## src/pkg/loop_status_pkg.sv

```systemverilog
/*
  Shared constants for the two-loop status flag bank: bit positions
  of the loop status word, widths, reset values and limits.
  Assumes nothing of its surroundings; holds definitions only.
*/
package loop_status_pkg;

  // ------------------------------------------------------------
  // word layout
  // ------------------------------------------------------------
  localparam int unsigned WORD_W = 16;
  localparam int unsigned NUM_LOOPS = 2;
  localparam int unsigned BIT_ALARM1 = 0;
  localparam int unsigned BIT_ALARM2 = 1;
  localparam int unsigned BIT_BURNOUT = 2;
  localparam int unsigned BIT_AUTOTUNE = 3;
  localparam int unsigned BIT_OUTPUT = 4;
  localparam int unsigned BIT_HALTED = 8;
  localparam int unsigned BIT_BADSET = 9;
  localparam int unsigned BIT_GAINS = 10;
  localparam int unsigned BIT_STANDBY = 11;
  localparam int unsigned BIT_CJ_FAULT = 12;
  localparam int unsigned BIT_CT_OVER = 13;
  localparam int unsigned BIT_SENSOR = 14;
  localparam int unsigned BIT_STORED = 15;

  // ------------------------------------------------------------
  // measurement widths and limits
  // ------------------------------------------------------------
  localparam int unsigned TEMP_W = 16;
  localparam int unsigned CUR_W = 16;
  // heater current in tenths of an ampere: 55.0 A
  localparam logic [15:0] CT_LIMIT_DA = 16'h0226;

  // ------------------------------------------------------------
  // reset values
  // ------------------------------------------------------------
  localparam logic [15:0] WORD_RST = 16'h0800;
  localparam logic STANDBY_RST = 1'b1;
  localparam logic STORED_RST = 1'b0;

  // store sequence states, gray coded along the path
  typedef enum logic [1:0] {
    ST_IDLE = 2'b00,
    ST_BUSY = 2'b01,
    ST_DONE = 2'b11
  } store_state_e;

endpackage

```

## src/pkg/loop_flags_if.sv

```systemverilog
/*
  Carrier for the per-loop store request, write and done flags between the bank top
  and the per-loop store sequencer.  Assumes one clock domain.
*/
`timescale 1ns/100ps
interface loop_flags_if;
  logic store_request_bit;
  logic store_write_done;
  logic store_write_start;
  logic store_done_flag;
  modport top (output store_request_bit, output store_write_done,
               input store_write_start, input store_done_flag);
  modport seq (input store_request_bit, input store_write_done,
               output store_write_start, output store_done_flag);
endinterface

```

## src/hdl/store_sequencer.sv

```systemverilog
/*
  Per-loop save sequencer: a rising store request starts a
  non-volatile write; completion raises the done flag until the
  request falls.  Assumes same-clock inputs from the top.
*/
`timescale 1ns/100ps
module store_sequencer (
  // clock and reset
  input wire logic clk,
  input wire logic rst_n,
  // flag carrier
  loop_flags_if.seq lf
);

  typedef struct packed {
    loop_status_pkg::store_state_e st;
    logic req_d;
  } seq_s;

  seq_s s_r;
  seq_s s_nxt;

  // ------------------------------------------------------------
  // sequence
  // ------------------------------------------------------------
  // next state; a request drop cancels done at the next clock edge
  always_comb begin
    s_nxt = s_r;
    s_nxt.req_d = lf.store_request_bit;
    case (s_r.st)
      loop_status_pkg::ST_IDLE: begin
        if (lf.store_request_bit && !s_r.req_d) begin
          s_nxt.st = loop_status_pkg::ST_BUSY;
        end
      end
      loop_status_pkg::ST_BUSY: begin
        // a request dropped mid-write leaves the flag low
        if (lf.store_write_done && lf.store_request_bit) begin
          s_nxt.st = loop_status_pkg::ST_DONE;
        end else if (lf.store_write_done) begin
          s_nxt.st = loop_status_pkg::ST_IDLE;
        end
      end
      loop_status_pkg::ST_DONE: begin
        if (!lf.store_request_bit) begin
          s_nxt.st = loop_status_pkg::ST_IDLE;
        end
      end
      default: s_nxt.st = loop_status_pkg::ST_IDLE;
    endcase
  end

  // state register
  always_ff @(posedge clk or negedge rst_n) begin
    if (!rst_n) begin
      s_r <= '0;
    end else begin
      s_r <= s_nxt;
    end
  end

  // write strobe lasts one cycle; the memory latches it
  assign lf.store_write_start = (s_r.st == loop_status_pkg::ST_IDLE) &&
                                lf.store_request_bit && !s_r.req_d;
  assign lf.store_done_flag = (s_r.st == loop_status_pkg::ST_DONE);
endmodule

```

## src/hdl/temp_loop_status_flags.sv

```systemverilog
/*
  Two-loop temperature control status bank: gathers each loop's
  condition inputs into a registered 16-bit status word, with each
  flag also on its own output.  Assumes the condition inputs come
  from same-clock control logic, except the raw sensor fault pins,
  which are asynchronous and synchronised here.
*/
`timescale 1ns/100ps
module temp_loop_status_flags #(
  parameter int unsigned NUM_LOOPS = loop_status_pkg::NUM_LOOPS
) (
  // clock and reset
  input wire logic clk,
  input wire logic rst_n,
  // host refresh and commands
  input wire logic io_refresh,
  input wire logic [NUM_LOOPS-1:0] store_request_bit,
  input wire logic [NUM_LOOPS-1:0] change_gains_cmd,
  input wire logic [NUM_LOOPS-1:0] host_gains_valid,
  // measurements and settings per loop
  input wire logic [NUM_LOOPS*16-1:0] temp_meas,
  input wire logic [NUM_LOOPS*16-1:0] alarm1_lo,
  input wire logic [NUM_LOOPS*16-1:0] alarm1_hi,
  input wire logic [NUM_LOOPS*16-1:0] alarm2_lo,
  input wire logic [NUM_LOOPS*16-1:0] alarm2_hi,
  input wire logic [NUM_LOOPS*16-1:0] heater_current,
  input wire logic [NUM_LOOPS*16-1:0] burnout_threshold,
  // control state per loop
  input wire logic [NUM_LOOPS-1:0] autotuning,
  input wire logic [NUM_LOOPS-1:0] autotune_gains_update,
  input wire logic [NUM_LOOPS-1:0] control_output,
  input wire logic [NUM_LOOPS-1:0] control_stopped,
  input wire logic [NUM_LOOPS-1:0] setting_invalid,
  input wire logic [NUM_LOOPS-1:0] store_write_done,
  // asynchronous fault pins
  input wire logic [NUM_LOOPS-1:0] cold_junction_fault_pin,
  input wire logic [NUM_LOOPS-1:0] sensor_open_pin,
  input wire logic [NUM_LOOPS-1:0] input_over_range_pin,
  // status words and separate flags
  output logic [NUM_LOOPS*16-1:0] loop_status_word,
  output logic [NUM_LOOPS-1:0] first_alarm_flag,
  output logic [NUM_LOOPS-1:0] second_alarm_flag,
  output logic [NUM_LOOPS-1:0] heater_burnout_flag,
  output logic [NUM_LOOPS-1:0] autotune_running_flag,
  output logic [NUM_LOOPS-1:0] output_on_flag,
  output logic [NUM_LOOPS-1:0] control_halted_flag,
  output logic [NUM_LOOPS-1:0] invalid_setting_flag,
  output logic [NUM_LOOPS-1:0] tuned_gains_ready_flag,
  output logic [NUM_LOOPS-1:0] awaiting_refresh_flag,
  output logic [NUM_LOOPS-1:0] cold_junction_fault_flag,
  output logic [NUM_LOOPS-1:0] heater_current_overrange_flag,
  output logic [NUM_LOOPS-1:0] input_sensor_fault_flag,
  output logic [NUM_LOOPS-1:0] store_done_flag,
  // host gain transfer and memory write strobe
  output logic [NUM_LOOPS-1:0] host_gains_load,
  output logic [NUM_LOOPS-1:0] store_write_start
);

  // ------------------------------------------------------------
  // state
  // ------------------------------------------------------------
  typedef struct packed {
    logic [2*NUM_LOOPS-1:0] sync1;
    logic [2*NUM_LOOPS-1:0] sync2;
    logic standby;
    logic [NUM_LOOPS-1:0] gains;
    logic [NUM_LOOPS-1:0] chg_d;
    logic [NUM_LOOPS*16-1:0] word;
  } bank_s;

  bank_s s_r;
  bank_s s_nxt;

  // cold junction sync, sequencer done flags and the live word
  logic [NUM_LOOPS-1:0] cj_sync1_r;
  logic [NUM_LOOPS-1:0] cj_sync2_r;
  logic [NUM_LOOPS-1:0] done_w;
  logic [NUM_LOOPS*16-1:0] word_w;

  // ------------------------------------------------------------
  // cold junction synchroniser
  // ------------------------------------------------------------
  // two flops; first stage read by the second only
  always_ff @(posedge clk or negedge rst_n) begin
    if (!rst_n) begin
      cj_sync1_r <= '0;
      cj_sync2_r <= '0;
    end else begin
      cj_sync1_r <= cold_junction_fault_pin;
      cj_sync2_r <= cj_sync1_r;
    end
  end

  // ------------------------------------------------------------
  // per-loop flag assembly
  // ------------------------------------------------------------
  genvar g;
  generate
    for (g = 0; g < NUM_LOOPS; g++) begin : g_loop
      loop_flags_if lf ();
      logic [15:0] t;
      logic [15:0] cur;
      logic [15:0] w;

      assign lf.store_request_bit = store_request_bit[g];
      assign lf.store_write_done = store_write_done[g];
      assign done_w[g] = lf.store_done_flag;
      assign store_write_start[g] = lf.store_write_start;

      store_sequencer u_seq (
        .clk(clk),
        .rst_n(rst_n),
        .lf(lf)
      );

      assign t = temp_meas[g*16 +: 16];
      assign cur = heater_current[g*16 +: 16];

      // word bits from live conditions
      always_comb begin
        w = '0;
        w[loop_status_pkg::BIT_ALARM1] = (t >= alarm1_lo[g*16 +: 16]) &&
                                         (t <= alarm1_hi[g*16 +: 16]);
        w[loop_status_pkg::BIT_ALARM2] = (t >= alarm2_lo[g*16 +: 16]) &&
                                         (t <= alarm2_hi[g*16 +: 16]);
        w[loop_status_pkg::BIT_BURNOUT] = !(cur > burnout_threshold[g*16 +: 16]);
        w[loop_status_pkg::BIT_AUTOTUNE] = autotuning[g];
        w[loop_status_pkg::BIT_OUTPUT] = control_output[g];
        w[loop_status_pkg::BIT_HALTED] = control_stopped[g];
        w[loop_status_pkg::BIT_BADSET] = setting_invalid[g];
        w[loop_status_pkg::BIT_GAINS] = s_r.gains[g];
        w[loop_status_pkg::BIT_STANDBY] = s_r.standby;
        w[loop_status_pkg::BIT_CJ_FAULT] = cj_sync2_r[g];
        w[loop_status_pkg::BIT_CT_OVER] = cur > loop_status_pkg::CT_LIMIT_DA;
        w[loop_status_pkg::BIT_SENSOR] = s_r.sync2[g] | s_r.sync2[NUM_LOOPS+g];
        w[loop_status_pkg::BIT_STORED] = done_w[g];
      end

      assign word_w[g*16 +: 16] = w;
    end
  endgenerate

  // ------------------------------------------------------------
  // next state
  // ------------------------------------------------------------
  // sensor sync, standby, gains-ready and word capture
  always_comb begin
    s_nxt = s_r;
    // each sensor pin synced alone; an or ahead of the flops could glitch
    s_nxt.sync1 = {input_over_range_pin, sensor_open_pin};
    s_nxt.sync2 = s_r.sync1;
    s_nxt.chg_d = change_gains_cmd;
    if (io_refresh) begin
      s_nxt.standby = 1'b0;
    end
    // update sets gains ready; set wins over clear
    s_nxt.gains = (s_r.gains & ~(change_gains_cmd & ~s_r.chg_d)) |
                  autotune_gains_update;
    s_nxt.word = word_w;
  end

  // single state register
  always_ff @(posedge clk or negedge rst_n) begin
    if (!rst_n) begin
      s_r <= '{sync1: '0, sync2: '0, standby: loop_status_pkg::STANDBY_RST,
               gains: '0, chg_d: '0,
               word: {NUM_LOOPS{loop_status_pkg::WORD_RST}}};
    end else begin
      s_r <= s_nxt;
    end
  end

  // ------------------------------------------------------------
  // outputs
  // ------------------------------------------------------------
  // word and its bits as separate flags
  assign loop_status_word = s_r.word;
  generate
    for (g = 0; g < NUM_LOOPS; g++) begin : g_out
      assign first_alarm_flag[g] = s_r.word[g*16 + loop_status_pkg::BIT_ALARM1];
      assign second_alarm_flag[g] = s_r.word[g*16 + loop_status_pkg::BIT_ALARM2];
      assign heater_burnout_flag[g] = s_r.word[g*16 + loop_status_pkg::BIT_BURNOUT];
      assign autotune_running_flag[g] = s_r.word[g*16 + loop_status_pkg::BIT_AUTOTUNE];
      assign output_on_flag[g] = s_r.word[g*16 + loop_status_pkg::BIT_OUTPUT];
      assign control_halted_flag[g] = s_r.word[g*16 + loop_status_pkg::BIT_HALTED];
      assign invalid_setting_flag[g] = s_r.word[g*16 + loop_status_pkg::BIT_BADSET];
      assign tuned_gains_ready_flag[g] = s_r.word[g*16 + loop_status_pkg::BIT_GAINS];
      assign awaiting_refresh_flag[g] = s_r.word[g*16 + loop_status_pkg::BIT_STANDBY];
      assign cold_junction_fault_flag[g] = s_r.word[g*16 + loop_status_pkg::BIT_CJ_FAULT];
      assign heater_current_overrange_flag[g] = s_r.word[g*16 + loop_status_pkg::BIT_CT_OVER];
      assign input_sensor_fault_flag[g] = s_r.word[g*16 + loop_status_pkg::BIT_SENSOR];
      assign store_done_flag[g] = s_r.word[g*16 + loop_status_pkg::BIT_STORED];
    end
  endgenerate

  assign host_gains_load = host_gains_valid & ~s_r.gains;
endmodule

```

## config.mk

```make
export PLATFORM = sky130hd
export DESIGN_NAME = temp_loop_status_flags
export DESIGN_NICKNAME = d
export VERILOG_FILES = /design/src/pkg/loop_status_pkg.sv /design/src/pkg/loop_flags_if.sv /design/src/hdl/store_sequencer.sv /design/src/hdl/temp_loop_status_flags.sv
export SDC_FILE = /design/constraint.sdc
export NUM_CORES = 1
export LEC_CHECK = 0
export ABC_AREA = 1
export CORE_AREA = 2 2 123 125
export DETAILED_ROUTE_END_ITERATION = 16
export DIE_AREA = 0 0 125 127
export DONT_BUFFER_PORTS = 1
export PLACE_DENSITY = 0.56
export SLEW_MARGIN = 20
export SYNTH_ARGS = -nofsm -noshare
export SYNTH_HDL_FRONTEND = slang
export SYNTH_SLANG_ARGS = --single-unit
```

## constraint.sdc

```tcl
create_clock -name clk -period 1.35 [get_ports clk]
set_input_delay 0.135 -clock clk [delete_from_list [all_inputs] [get_ports clk]]
set_output_delay 0.135 -clock clk [all_outputs]
set_load 0.02 [all_outputs]
```

Word level (Yosys, flattened, before mapping)
Cells that the tools add are included.
Word-level totals
  register bits: 49
  latch bits: 0
  bits in writable memories: 0
  ROM bits: 0
  word-level logic and storage cells: 73
  memories kept: 0
Operators by class
  add/sub/neg operators: 0
  multiply operators: 0
  div/mod/pow operators: 0
  $lt $le $gt $ge: 12
  equality and inequality tests: 10
  shifts and indexed selects: 0
  multiplexer cells: 10
  bitwise operators: 9
  reduce and logical (&&, ||, !) cells: 20
Operator list (number)
  greater-or-equal comparator 16 bit: 4
  less-or-equal comparator 16 bit: 4
  greater-than comparator 16 x 10 -> 1 bit (second input constant): 2
  greater-than comparator 16 bit: 2
  two-way mux 2 bit: 8
  logical AND 1 bit: 12
  case mux 2 bit (3 select lines): 2
  AND 2 bit: 3
  != test 3 x 2 -> 1 bit (second input constant): 2
  inverter 2 bit: 3
  AND reduction 3 bit: 2
  equality test 2 x 1 -> 1 bit (second input constant): 2
  equality test 2 bit (second input constant): 2
  logical NOT 1 bit: 4
  logical NOT 2 bit: 2
  != test 2 x 1 -> 1 bit (second input constant): 2
  != test 2 bit (second input constant): 2
  OR 1 bit: 2
  OR 2 bit: 1

Depth between registers and ports, before layout
Gate-level depths: netlist (run 1).
  depth in word-level cells: 5
  depth in mapped cells: 14
  gate-level depth less buffers: 14

By module
Synthesis (run 1) repeated with hierarchy kept, for this count alone.
Unflattened totals
  cell total of the unflattened synthesis: 863
  area total of the unflattened synthesis: 6192.2 um^2
By module, submodules not included
  temp_loop_status_flags: instances 1, cells each 823, area each 5889.4 um^2
  store_sequencer: instances 2, cells each 20, area each 151.4 um^2

Least setup slack after synthesis (run 1)
No wires, ideal clock.
  kind: input-to-reg
  from: input temp_meas[0]
  to: register s_r (netlist bit loop_status_word[0])
  setup time: 0.113 ns
  data arrival time: 0.929 ns
  slack: 0.308 ns
  stages: 12
  buffers on the path: 0
  path through: inv_1 -> ha_1 -> nand2_1 -> nand3_1 -> nand2_1 -> nand2_1 -> nand2_1 -> nand2_1 -> nand2_1 -> nand2_1 -> nand2_1 -> inv_1
On the way
  longest elaborated chain between the ends: 2
  elaborated cells between the ends (all ways): 3
  classes of those cells: 2 x order compare; 1 x reduce/logical
RTL lines
  from (decl): RTL line temp_loop_status_flags.sv:21  | input wire logic [NUM_LOOPS*16-1:0] temp_meas,
  greater-or-equal comparator 16 bit / less-or-equal comparator 16 bit (equally long branches): RTL line temp_loop_status_flags.sv:122, temp_loop_status_flags.sv:123
  logical AND 1 bit *: RTL line temp_loop_status_flags.sv:122  | w[loop_status_pkg::BIT_ALARM1] = (t >= alarm1_lo[g*16 +: 16]) &&
  via g_loop[0].w[0]: RTL line temp_loop_status_flags.sv:103  | logic [15:0] w;
  to (signal assigned): RTL line temp_loop_status_flags.sv:165  | s_r <= '{sync1: '0, sync2: '0, standby: loop_status_pkg::STANDBY_RST,
  to (signal assigned): RTL line temp_loop_status_flags.sv:169  | s_r <= s_nxt;
  to (decl): RTL line temp_loop_status_flags.sv:71  | bank_s s_r;
Mark *: on every way through the listed nets, which the timed path passes. The rest lies on a longest branch.
A chain may end at the register's enable or synchronous reset.

Worst setup path after layout (run 1)
  from: input heater_current[26]
  to: register s_r (netlist bit loop_status_word[29])
On the way
  longest elaborated chain between the ends: 1
RTL lines
  from (decl): RTL line temp_loop_status_flags.sv:26  | input wire logic [NUM_LOOPS*16-1:0] heater_current,
  greater-than comparator 16 x 10 -> 1 bit: RTL line temp_loop_status_flags.sv:134  | w[loop_status_pkg::BIT_CT_OVER] = cur > loop_status_pkg::CT_LIMIT_DA;
  via g_loop[1].w[13]: RTL line temp_loop_status_flags.sv:103
The timed path passes the listed nets, and every way through them passes these cells.

==> results of run 1 <==
state kept, by name, summed over array words and instances, names as in the netlist:
register / count
g_loop.w: 3
s_nxt: 4
s_r: 6
cj_sync1_r: 2
g_loop.u_seq.s_r: 6
cj_sync2_r: 2
loop_status_word: 25
cells by family (layout without fill, tap and decap cells):
family | after synthesis | in the layout
and+or+nand+nor | 278 | 278
buffers and inverters | 272 | 250
adders and majority gates | 160 | 160
AOI/OAI and AO/OA | 101 | 101
DFF | 48 | 48
other | 1 | 6
critical path, delay by kind of cell:
family / cells / cell delay [ps]
AND/OR/NAND/NOR: 2 / 230
buffers and inverters: 2 / 1140
cells in the mapped netlist, drive strengths merged:
cell type and n:
a21boi 1, a21o 4, a21oi 68, a41oi 1, buf 60, conb 1
dfrtp 46, dfstp 2, ha 160, inv 212, nand2 171, nand3 21
nand3b 2, nand4 17, nor2 52, nor3 10, nor4 3, o211ai 1
o21a 4, o21ai 18, o21bai 3, o31ai 1, or2 2
routing by layer:
metal | wire length, um | part of all wire, % | up-vias
met5 | 0 | 0 | -
li1 | - | - | 2615
met4 | 226 | 1.6 | 0
met1 | 5780 | 42 | 2024
met3 | 1080 | 7.8 | 18
met2 | 6800 | 49 | 204
through the flow:
stage,worst slack [ps],utilization (%),instances,instance area [um^2]
after floorplan,308,-,865,6190
after global placement,19.5,41.4,990,5980
after detailed placement,4.59,41.4,990,5980
after CTS,0.826,44.8,1027,6460
after global routing,13.9,44.8,1027,6470
final,5.53,44.8,1027,6470
repair_timing:
action / CTS / global route
gates resized for setup: 0 / 3
endpoints found under the hold margin: 71 / 0
hold buffers: 29 / 0
buffers inserted: 0 / 0
setup endpoints to repair: 0 / 2
power by group through the flow:
stage	clock network (mW)	registers, mW	logic (mW)
after floorplan	0	1.66	1.44
after global placement	0	1.84	1.36
after detailed placement	0	1.85	1.37
after CTS	1.47	1.82	1.48
after global routing	1.55	1.84	1.76
final	1.41	1.82	1.47
how the worst min path moves through the flow:
stage / end / start / cells after the start
floorplan: cj_sync1_r[0]$_DFF_PN0_ / rst_n / 0
global placement: loop_status_word[8]$_DFF_PN0_ / rst_n / 0
detailed placement: loop_status_word[8]$_DFF_PN0_ / rst_n / 0
CTS: g_loop[0].u_seq.s_r[2]$_DFFE_PN0P_ / store_request_bit[0] / 2
global route: g_loop[0].u_seq.s_r[2]$_DFFE_PN0P_ / store_request_bit[0] / 2
finish: g_loop[0].u_seq.s_r[2]$_DFFE_PN0P_ / store_request_bit[0] / 2
cell type report:
type	instances	area (um^2)	share of cell area (%)
repair buffers	30	315	4.88
multi-input cells	545	3750	58.0
clock inverters	3	46.3	0.716
inverters	212	796	12.3
well taps	184	230	3.56
clock buffers	5	125	1.93
flip-flops and latches	48	1200	18.6
==> flow_metrics.py, run 1 <==
metrics = {
    "setup_path": {
        "reg2reg_setup_slack_ps": 390,
        "path_common_cell": "dlygate4sd3_1",
        "critPathLaunchType": "primary input",
        "slowest_stage": "dlygate4sd3_1",
        "path_max_fanout": 2,
        "cp_slowest_stage_delay_ps": 600,
        "end_kind": "register",
        "crit_required_ps": 1520,
        "crit_arrival_ps": 1510,
        "ff2ff_path_depth": 6,
        "startpoint": "heater_current[26]",
        "critical_path_class": "primary input to register",
        "cp_cell_sequence": "dlygate4sd3_1 -> nor4_1 -> dlygate4sd3_1 -> nand3_1",
        "reg2reg_from": "g_loop[1].u_seq.s_r[1]$_DFFE_PN0P_",
        "crit_end": "loop_status_word[29]$_DFF_PN0_",
        "timing.rr.end": "g_loop[1].u_seq.s_r[1]$_DFFE_PN0P_",
    },
    "placed_design": {
        "port_buffers": 0,
        "routabilityCongestion": 0.844,
        "dp.final_hpwl_um": 12400,
    },
    "final_layout": {
        "mostFrequentLayoutCell": "inv_1",
        "synthToLayoutAreaGrowth_pct": 4.78,
        "nets": 1253,
        "final_cell_mix": "212 x inv_1, 170 x nand2_1, 160 x ha_1",
        "drive_gt1_share_pct": 2.73,
        "n_antenna_cell": 0,
        "fillCellCount": 1494,
    },
    "floorplanning": {
        "die_h_um": 127,
        "coreArea_um2": 14400,
        "start_util_pct": 42.8,
        "chipWidth_um": 125,
        "num_rows": 44,
        "die_area_um2": 15900,
        "io_pins": 313,
    },
    "run_status": {
        "status": "finished clean",
    },
    "hold_path": {
        "min_path_type": "primary input to register",
    },
    "route": {
        "postRouteAntennaNets": 0,
        "vias_per_cell": 4.73,
        "routedWlPerCell_um": 13.5,
        "num_vias": 4861,
        "drc": 0,
        "drtIter0Drc": 134,
        "wirelength_um": 13900,
        "drt-pass1-iter-count": 4,
    },
    "logic_synthesis": {
        "seq_area_frac_synth_pct": 19.5,
        "yosys.area_share.adder_pct": 32.4,
        "synth-simple-area-share_pct": 18.9,
        "synth_xor_area_share_pct": 0,
        "synth_mux_area_share_pct": 0,
        "synth_top_family_by_area": "adder cells",
        "yosys-top-cells-area": "ha_1 32%, dfrtp_1 19%, inv_1 13%, nand2_1 10%, buf_4 7.3%",
        "synth.cell_area_um2": 6170,
        "netlist_instances": 860,
        "ys_ff_latch": 48,
        "ys_types": 26,
        "synth_top_area_share_pct": 32.4,
        "synth_compound_area_share_pct": 8.90,
        "yosys_warnings": 0,
        "syn_avg_cell_area_um2": 7.18,
        "synth_area_leader_cell": "ha_1",
    },
    "sta": {
        "hold_viol": 0,
        "period_needed_ps": 1340,
        "hold_slack_ps": 6.52,
        "fmax_mhz": 744,
        "report.final.slew_viol_count": 0,
        "setup_viol": 0,
        "rsz0062_at_grt": "false",
        "finalCritPeriodShare_pct": 99.6,
        "fin_skew_ps": 3.45,
        "fin_tns_setup_ps": 0,
    },
    "cts": {
        "tritoncts": "done",
        "clkTransAtPathRegs_ps": 60,
        "cts_root_buffer": "clkbuf_16",
        "clkLatencyLatePin_ps": 280,
        "clk_path_buf_depth": 2,
        "cts_made_buffers": 5,
        "cts_htree_levels": 2,
        "cts.sinks": 48,
    },
    "power": {
        "ir_drop_mv": 0.665,
        "combPwrFrac_pct": 31.3,
        "leakagePower_nw": 3.90,
        "power_mw": 4.70,
        "clkPwrFrac_pct": 30.0,
        "seq_power_share_pct": 38.8,
        "power.density_nw_per_um2": 726,
        "power.share.switching_pct": 34.1,
        "switching_power_mw": 1.60,
        "intPower_mw": 3.09,
    },
    "grt": {
        "grt_max_degree": 49,
        "grt-busiest-layer": "met2",
        "met1_usage_pct": 20.3,
        "grt_use_total_pct": 17.0,
        "grt_overflow": 0,
        "antenna_found_initial": 0,
        "grt_pass1_vias": 4785,
        "gr-usage-met3_pct": 4.61,
        "grt_util_met2_pct": 30.8,
        "grt_pass1_wl_um": 22100,
    },
    "run": {
        "max-cap-violations": 0,
    },
}
Power figures use the tool's default switching activity.
==> inputs of run 2 (changes only) <==
--- a/config.mk
+++ b/config.mk
@@ -7,6 +7,7 @@
 export LEC_CHECK = 0
 export ABC_AREA = 1
 export CORE_AREA = 2 2 123 125
+export CTS_BUF_LIST = sky130_fd_sc_hd__clkbuf_2
 export DETAILED_ROUTE_END_ITERATION = 16
 export DIE_AREA = 0 0 125 127
 export DONT_BUFFER_PORTS = 1
@@ -14,4 +15,5 @@
 export SLEW_MARGIN = 20
 export SYNTH_ARGS = -nofsm -noshare
 export SYNTH_HDL_FRONTEND = slang
+export SYNTH_HIERARCHICAL = 1
 export SYNTH_SLANG_ARGS = --single-unit
==> run 2 against run 1 <==
  * The flow now finishes with violations (setup timing)
  * Cell count rose by 1.3%
  * Routed wire length is 4.2% higher
  * Clock power fell by 31%
  * Clock skew rose by 25 ps
  * Critical path type is now register to output port
  * Largest power group unchanged
  * Highest routed layer unchanged
==> flow_metrics.py, run 2 <==
metrics = {
    "cts": {
        "tritoncts": "done",
        "cts_root_buffer": "clkbuf_2",
        "cts_made_buffers": 5,
        "clkTransAtPathRegs_ps": 270,
        "cts_htree_levels": 2,
        "cts.sinks": 48,
        "clkLatencyLatePin_ps": 410,
        "clk_path_buf_depth": 2,
    },
    "sta": {
        "rsz0062_at_grt": "true",
        "period_needed_ps": 1460,
        "fin_tns_setup_ps": -206,
        "fin_skew_ps": 28.0,
        "setup_viol": 6,
        "report.final.slew_viol_count": 0,
        "hold_viol": 0,
        "fmax_mhz": 686,
        "finalCritPeriodShare_pct": 108,
        "worst_slack_ps": -108,
    },
    "setup_path": {
        "cp_cell_sequence": "inv_2 -> nand2_2 -> nor3_2 -> buf_4",
        "slowest_stage": "dfrtp_1",
        "crit_arrival_ps": 1320,
        "end_kind": "output port",
        "cp_slowest_stage_delay_ps": 470,
        "path_buf_inv": 2,
        "critPathLaunchType": "register",
        "crit_required_ps": 1220,
        "path_depth": 4,
        "critical_path_class": "register to output port",
        "ff2ff_path_depth": 3,
        "crit_family": "flip-flops",
        "path_max_fanout": 2,
    },
    "logic_synthesis": {
        "synth-edff-count": 0,
        "syn_avg_cell_area_um2": 7.18,
        "async_reset_ff_share_pct": 100,
        "synth_top_area_share_pct": 32.3,
        "synth_area_leader_cell": "ha_1",
        "yosysMostFrequentCell": "inv_1",
        "ys_ff_latch": 48,
        "netlist_instances": 863,
        "seq_area_frac_synth_pct": 19.4,
        "synth.cell_area_um2": 6190,
        "yosys_most_used_dff": "dfrtp_1",
        "synthTopCellsByCount": "207 x inv_1, 168 x nand2_1, 160 x ha_1, 67 x a21oi_1, 60 x buf_4",
        "yosys_warnings": 6,
        "yosys-top-cells-area": "ha_1 32%, dfrtp_1 19%, inv_1 13%, nand2_1 10%, buf_4 7.3%",
        "ys_types": 29,
    },
    "floorplanning": {
        "die_h_um": 127,
        "start_util_pct": 42.9,
        "die_area_um2": 15900,
        "io_pins": 313,
        "chipWidth_um": 125,
        "coreArea_um2": 14400,
        "num_rows": 44,
    },
    "final_layout": {
        "fillCellCount": 1511,
        "mostFrequentLayoutCell": "inv_1",
        "synthToLayoutAreaGrowth_pct": 5.21,
        "n_antenna_cell": 0,
        "drive_gt1_share_pct": 5.14,
        "final_cell_mix": "205 x inv_1, 168 x nand2_1, 160 x ha_1",
        "nets": 1266,
        "largest_reg_flops": 25,
    },
    "route": {
        "drt-pass1-iter-count": 4,
        "postRouteAntennaNets": 0,
        "vias_per_cell": 4.74,
        "routedWlPerCell_um": 13.9,
        "drc": 0,
        "drtIter0Drc": 138,
        "wirelength_um": 14500,
        "num_vias": 4925,
    },
    "power": {
        "power.share.switching_pct": 36.3,
        "seq_power_share_pct": 41.0,
        "power.density_nw_per_um2": 675,
        "combPwrFrac_pct": 37.0,
        "ir_drop_mv": 0.428,
        "leakagePower_nw": 3.96,
        "power_mw": 4.40,
        "intPower_mw": 2.80,
        "clkPwrFrac_pct": 22.0,
        "switching_power_mw": 1.60,
    },
    "grt": {
        "grt-busiest-layer": "met2",
        "grt_max_degree": 49,
        "antenna_found_initial": 0,
        "grt_overflow": 0,
        "grt_use_total_pct": 17.7,
        "grt_pass1_wl_um": 23100,
        "grt_util_met2_pct": 32.4,
        "gr-usage-met3_pct": 5.53,
        "grt_pass1_vias": 4840,
        "met1_usage_pct": 20.6,
    },
    "placed_design": {
        "port_buffers": 0,
        "routabilityCongestion": 0.783,
        "dp.final_hpwl_um": 12900,
    },
    "hold_path": {
        "min_delay_path_depth": 6,
        "min_path_type": "primary input to register",
    },
    "run_status": {
        "status": "complete, but fails checks",
        "violations": "setup timing",
    },
    "run": {
        "max-cap-violations": 0,
    },
}
## run 2: cell count changes after synthesis, sizes merged, moves of 2 or more
| cell | before | now |
|---|---|---|
| a31oi | 0 | 2 |
| inv | 212 | 216 |
| nor3 | 10 | 12 |
| o21ai | 18 | 14 |
| o31ai | 1 | 3 |
## run 2: final cells by class
| class | instances | area [um^2] | area share [%] |
|---|---|---|---|
| clock buffer | 5 | 25.0 | 0.384 |
| clock inverter | 3 | 68.8 | 1.06 |
| inverter | 217 | 815 | 12.5 |
| multi-input combinational | 543 | 3770 | 57.8 |
| sequential | 48 | 1210 | 18.6 |
| tap | 184 | 230 | 3.53 |
| timing repair buffer | 40 | 400 | 6.15 |
## run 2: logic make-up after synthesis
logic type               share of synthesized area, %
AND/OR/NAND/NOR                                  19.1
buffers and inverters                            20.4
adder cells (fa/ha/maj)                          32.3
AO/OA/AOI/OAI                                    8.69
flip-flops                                       19.4
other                                          0.0606
## run 2: worst reg2reg max path, delay by kind of cell, from the launching register on
kind	cells	cell delay [ps]
compound gates	1	180
buf+inv	1	140
flops	1	450
simple gates	1	90
## run 2: metal layers
layer | vias up | part of all wire [%]
met5 | - | 0
met4 | 0 | 1.3
met3 | 14 | 7.5
met2 | 179 | 49
met1 | 2094 | 42
li1 | 2638 | -
## run 2: metrics by stage
step           cells  hold slack, ps  utilization [%]  setup WS, ps  instance area (um^2)
2_1_floorplan    868            -161                -           297                  6210
3_3_place_gp     994            -160             41.6           109                  6010
3_5_place_dp     994            -160             41.6           119                  6010
4_1_cts         1039            52.7             45.0         -92.8                  6500
5_1_grt         1040            34.7             45.2          -260                  6520
6_report        1040            96.3             45.2          -108                  6520
## run 2: final timing paths
| path | start | end | slack (ps) |
|---|---|---|---|
| worst max-delay path | g_loop[1].u_seq/s_r[1]$_DFFE_PN0P_ | store_write_start[1] | -110 |
| worst min-delay path | heater_current[15] | loop_status_word[2]$_DFF_PN0_ | 100 |
| worst max register to register | g_loop[1].u_seq/s_r[1]$_DFFE_PN0P_ | g_loop[1].u_seq/s_r[1]$_DFFE_PN0P_ | 440 |
| max in group asynchronous | rst_n | g_loop[0].w[11]$_DFFE_PN1P_ | 880 |
| worst min register to register | cj_sync1_r[0]$_DFF_PN0_ | cj_sync2_r[0]$_DFF_PN0_ | 350 |
| min in group asynchronous | rst_n | s_r[39]$_DFF_PN0_ | 160 |
## run 2: timing repair
| item | CTS | global route |
|---|---|---|
| hold buffers | 33 | 0 |
| resized for setup | 7 | 3 |
| buffers inserted | 4 | 1 |
| hold endpoints to repair | 75 | 0 |
| setup endpoints to repair | 8 | 8 |
## run 2: power groups by stage
stage	combinational (mW)	clock (mW)	sequential, mW
5_1_grt	1.91	1.08	1.82
3_5_place_dp	1.39	0	1.85
3_3_place_gp	1.38	0	1.85
2_1_floorplan	1.45	0	1.66
6_report	1.63	0.969	1.80
4_1_cts	1.61	1.01	1.80
==> inputs of run 3 (changes only) <==
--- a/config.mk
+++ b/config.mk
@@ -5,13 +5,12 @@
 export SDC_FILE = /design/constraint.sdc
 export NUM_CORES = 1
 export LEC_CHECK = 0
-export ABC_AREA = 1
 export CORE_AREA = 2 2 123 125
 export CTS_BUF_LIST = sky130_fd_sc_hd__clkbuf_2
 export DETAILED_ROUTE_END_ITERATION = 16
 export DIE_AREA = 0 0 125 127
 export DONT_BUFFER_PORTS = 1
-export PLACE_DENSITY = 0.56
+export PLACE_DENSITY = 0.53
 export SLEW_MARGIN = 20
 export SYNTH_ARGS = -nofsm -noshare
 export SYNTH_HDL_FRONTEND = slang
==> run 3 against run 2 <==
  * The flow still finishes with violations (setup timing)
  * Critical endpoint is now store_write_start[0]
  * Die area stayed put
  * Largest cell class unchanged
  * Register-to-register slack worse by 70 ps
  * Utilization is 1.1 points lower
  * First-iteration DRC count is 28% lower
  * Sequential share of layout area is 0.46 points higher
==> flow_metrics.py, run 3 <==
metrics = {
    "route": {
        "drt-pass1-iter-count": 4,
        "postRouteAntennaNets": 0,
        "wl_met1_um": 6150,
        "wl_met3_um": 1110,
        "drc": 0,
        "wirelength_um": 15200,
        "vias_per_cell": 5.26,
        "wl_met2_um": 7520,
        "drtIter0Drc": 100,
        "route.top_layer_used": "met4",
        "num_vias": 4688,
        "routedWlPerCell_um": 17.1,
    },
    "logic_synthesis": {
        "netlist_instances": 695,
        "async_reset_ff_share_pct": 100,
        "synth_area_leader_cell": "ha_1",
        "ys_ff_latch": 48,
        "syn_avg_cell_area_um2": 8.37,
        "yosys_warnings": 6,
        "synth_top_area_share_pct": 34.4,
        "ys_types": 36,
        "yosys_most_used_dff": "dfrtp_1",
        "synth-edff-count": 0,
        "yosys-top-cells-area": "ha_1 34%, dfrtp_1 20%, inv_1 11%, buf_4 7.7%, a21oi_1 4.4%",
        "yosysMostFrequentCell": "inv_1",
        "seq_area_frac_synth_pct": 20.7,
        "synthTopCellsByCount": "163 x inv_1, 160 x ha_1, 60 x buf_4, 51 x a21oi_1, 46 x dfrtp_1",
        "synth.cell_area_um2": 5820,
    },
    "setup_path": {
        "critPathLaunchType": "register",
        "path_max_fanout": 2,
        "cp_slowest_stage_delay_ps": 460,
        "critical_path_class": "register to output port",
        "cp_cell_sequence": "nor2b_4 -> nor3b_4",
        "end_kind": "output port",
        "crit_arrival_ps": 1310,
        "crit_required_ps": 1220,
        "slowest_stage": "dfrtp_1",
    },
    "cts": {
        "clkTransAtPathRegs_ps": 260,
        "tritoncts": "done",
        "clkLatencyLatePin_ps": 440,
        "cts_htree_levels": 2,
        "cts_root_buffer": "clkbuf_2",
        "cts.sinks": 48,
        "clk_path_buf_depth": 2,
        "cts_made_buffers": 5,
    },
    "sta": {
        "fin_skew_ps": 20.9,
        "report.final.slew_viol_count": 0,
        "rsz0062_at_grt": "true",
        "fin_tns_setup_ps": -228,
        "period_needed_ps": 1440,
        "finalCritPeriodShare_pct": 107,
        "worst_slack_ps": -91.5,
        "fmax_mhz": 694,
        "setup_viol": 6,
        "hold_viol": 0,
    },
    "placed_design": {
        "place_inst": 840,
        "port_buffers": 0,
        "dp.final_hpwl_um": 13300,
        "post_dp_cell_area_um2": 5770,
        "routabilityCongestion": 0.900,
    },
    "power": {
        "leakagePower_nw": 3.59,
        "power_mw": 4.11,
        "power.density_nw_per_um2": 647,
        "ir_drop_mv": 0.456,
    },
    "final_layout": {
        "final_area_um2": 6350,
        "finish.utilization_pct": 44.0,
        "largest_reg_flops": 25,
        "final_cells": 892,
        "drive_gt1_share_pct": 6.36,
        "synthToLayoutAreaGrowth_pct": 9.09,
        "mostFrequentLayoutCell": "inv_1",
        "nets": 1117,
        "final_cell_mix": "163 x inv_1, 160 x ha_1, 51 x a21oi_1",
    },
    "floorplanning": {
        "num_rows": 44,
        "die_h_um": 127,
        "start_util_pct": 40.4,
        "coreArea_um2": 14400,
        "die_area_um2": 15900,
        "io_pins": 313,
        "chipWidth_um": 125,
    },
    "run": {
        "max-cap-violations": 0,
    },
    "run_status": {
        "violations": "setup timing",
        "status": "complete, but fails checks",
    },
    "grt": {
        "antenna_found_initial": 1,
        "grt_pass1_wl_um": 24400,
        "grt_use_total_pct": 19.0,
        "grt_max_degree": 49,
        "grt_pass1_vias": 5163,
        "grt_overflow": 0,
    },
    "hold_path": {
        "min_path_type": "primary input to register",
    },
}
## run 3: metal layers
layer / GRT usage [%] / up-vias
met5: 0 / -
met4: 6.14 / 0
met3: 4.94 / 31
met2: 35.4 / 205
met1: 21.1 / 2124
li1: - / 2328
## run 3: timing repair
action | 4_1_cts | 5_1_grt
endpoints found under the setup margin | 8 | 9
hold buffers | 41 | 0
pin swaps | 0 | 0
hold endpoints to repair | 80 | 0
buffers inserted | 1 | 1
resized for setup | 5 | 4
## run 3: final timing paths
path,start,end,slack [ps],cells after the start
max in group asynchronous,rst_n,g_loop[0].w[11]$_DFFE_PN1P_,890,2
worst min-delay path,alarm1_lo[15],loop_status_word[0]$_DFF_PN0_,40,3
worst max register to register,g_loop[0].u_seq/s_r[0]$_DFF_PN0_,g_loop[0].u_seq/s_r[1]$_DFFE_PN0P_,370,5
min in group asynchronous,rst_n,s_nxt[38]$_DFF_PN0_,170,2
worst min register to register,g_loop[0].w[11]$_DFFE_PN1P_,loop_status_word[27]$_DFF_PN1_,390,0
worst max-delay path,g_loop[0].u_seq/s_r[0]$_DFF_PN0_,store_write_start[0],-90,2
## run 3: area by class of cell
class | count | area, um^2
fill | 1462 | 8070
multi-input combinational | 429 | 3640
sequential | 48 | 1210
inverter | 163 | 612
timing repair buffer | 59 | 563
tap | 184 | 230
clock inverter | 3 | 68.8
clock buffer | 5 | 25.0
antenna | 1 | 2.50
## run 3: report_power, final
group          leakage (nW)  switching (mW)  internal, mW
registers             0.553           0.209          1.53
logic                  2.98           0.689         0.661
clock network        0.0536           0.513         0.505
## run 3: cell families after synthesis
family | synth area share [%]
compound gates | 14.4
fa+ha+maj | 34.4
buf+inv | 18.3
flops | 20.7
other cells | 0.0644
simple gates | 12.2
## run 3: critical path: cells and delay by family (launching register included)
family | cells | cell delay [ps]
DFF | 1 | 460
and+or+nand+nor | 2 | 420
## run 3: stage by stage
step           hold WS [ps]  worst slack, ps
2_1_floorplan          -161             -108
3_3_place_gp           -160             -306
3_5_place_dp           -160             -283
4_1_cts                5.02             -138
5_1_grt                14.6             -191
6_report               42.4            -91.5
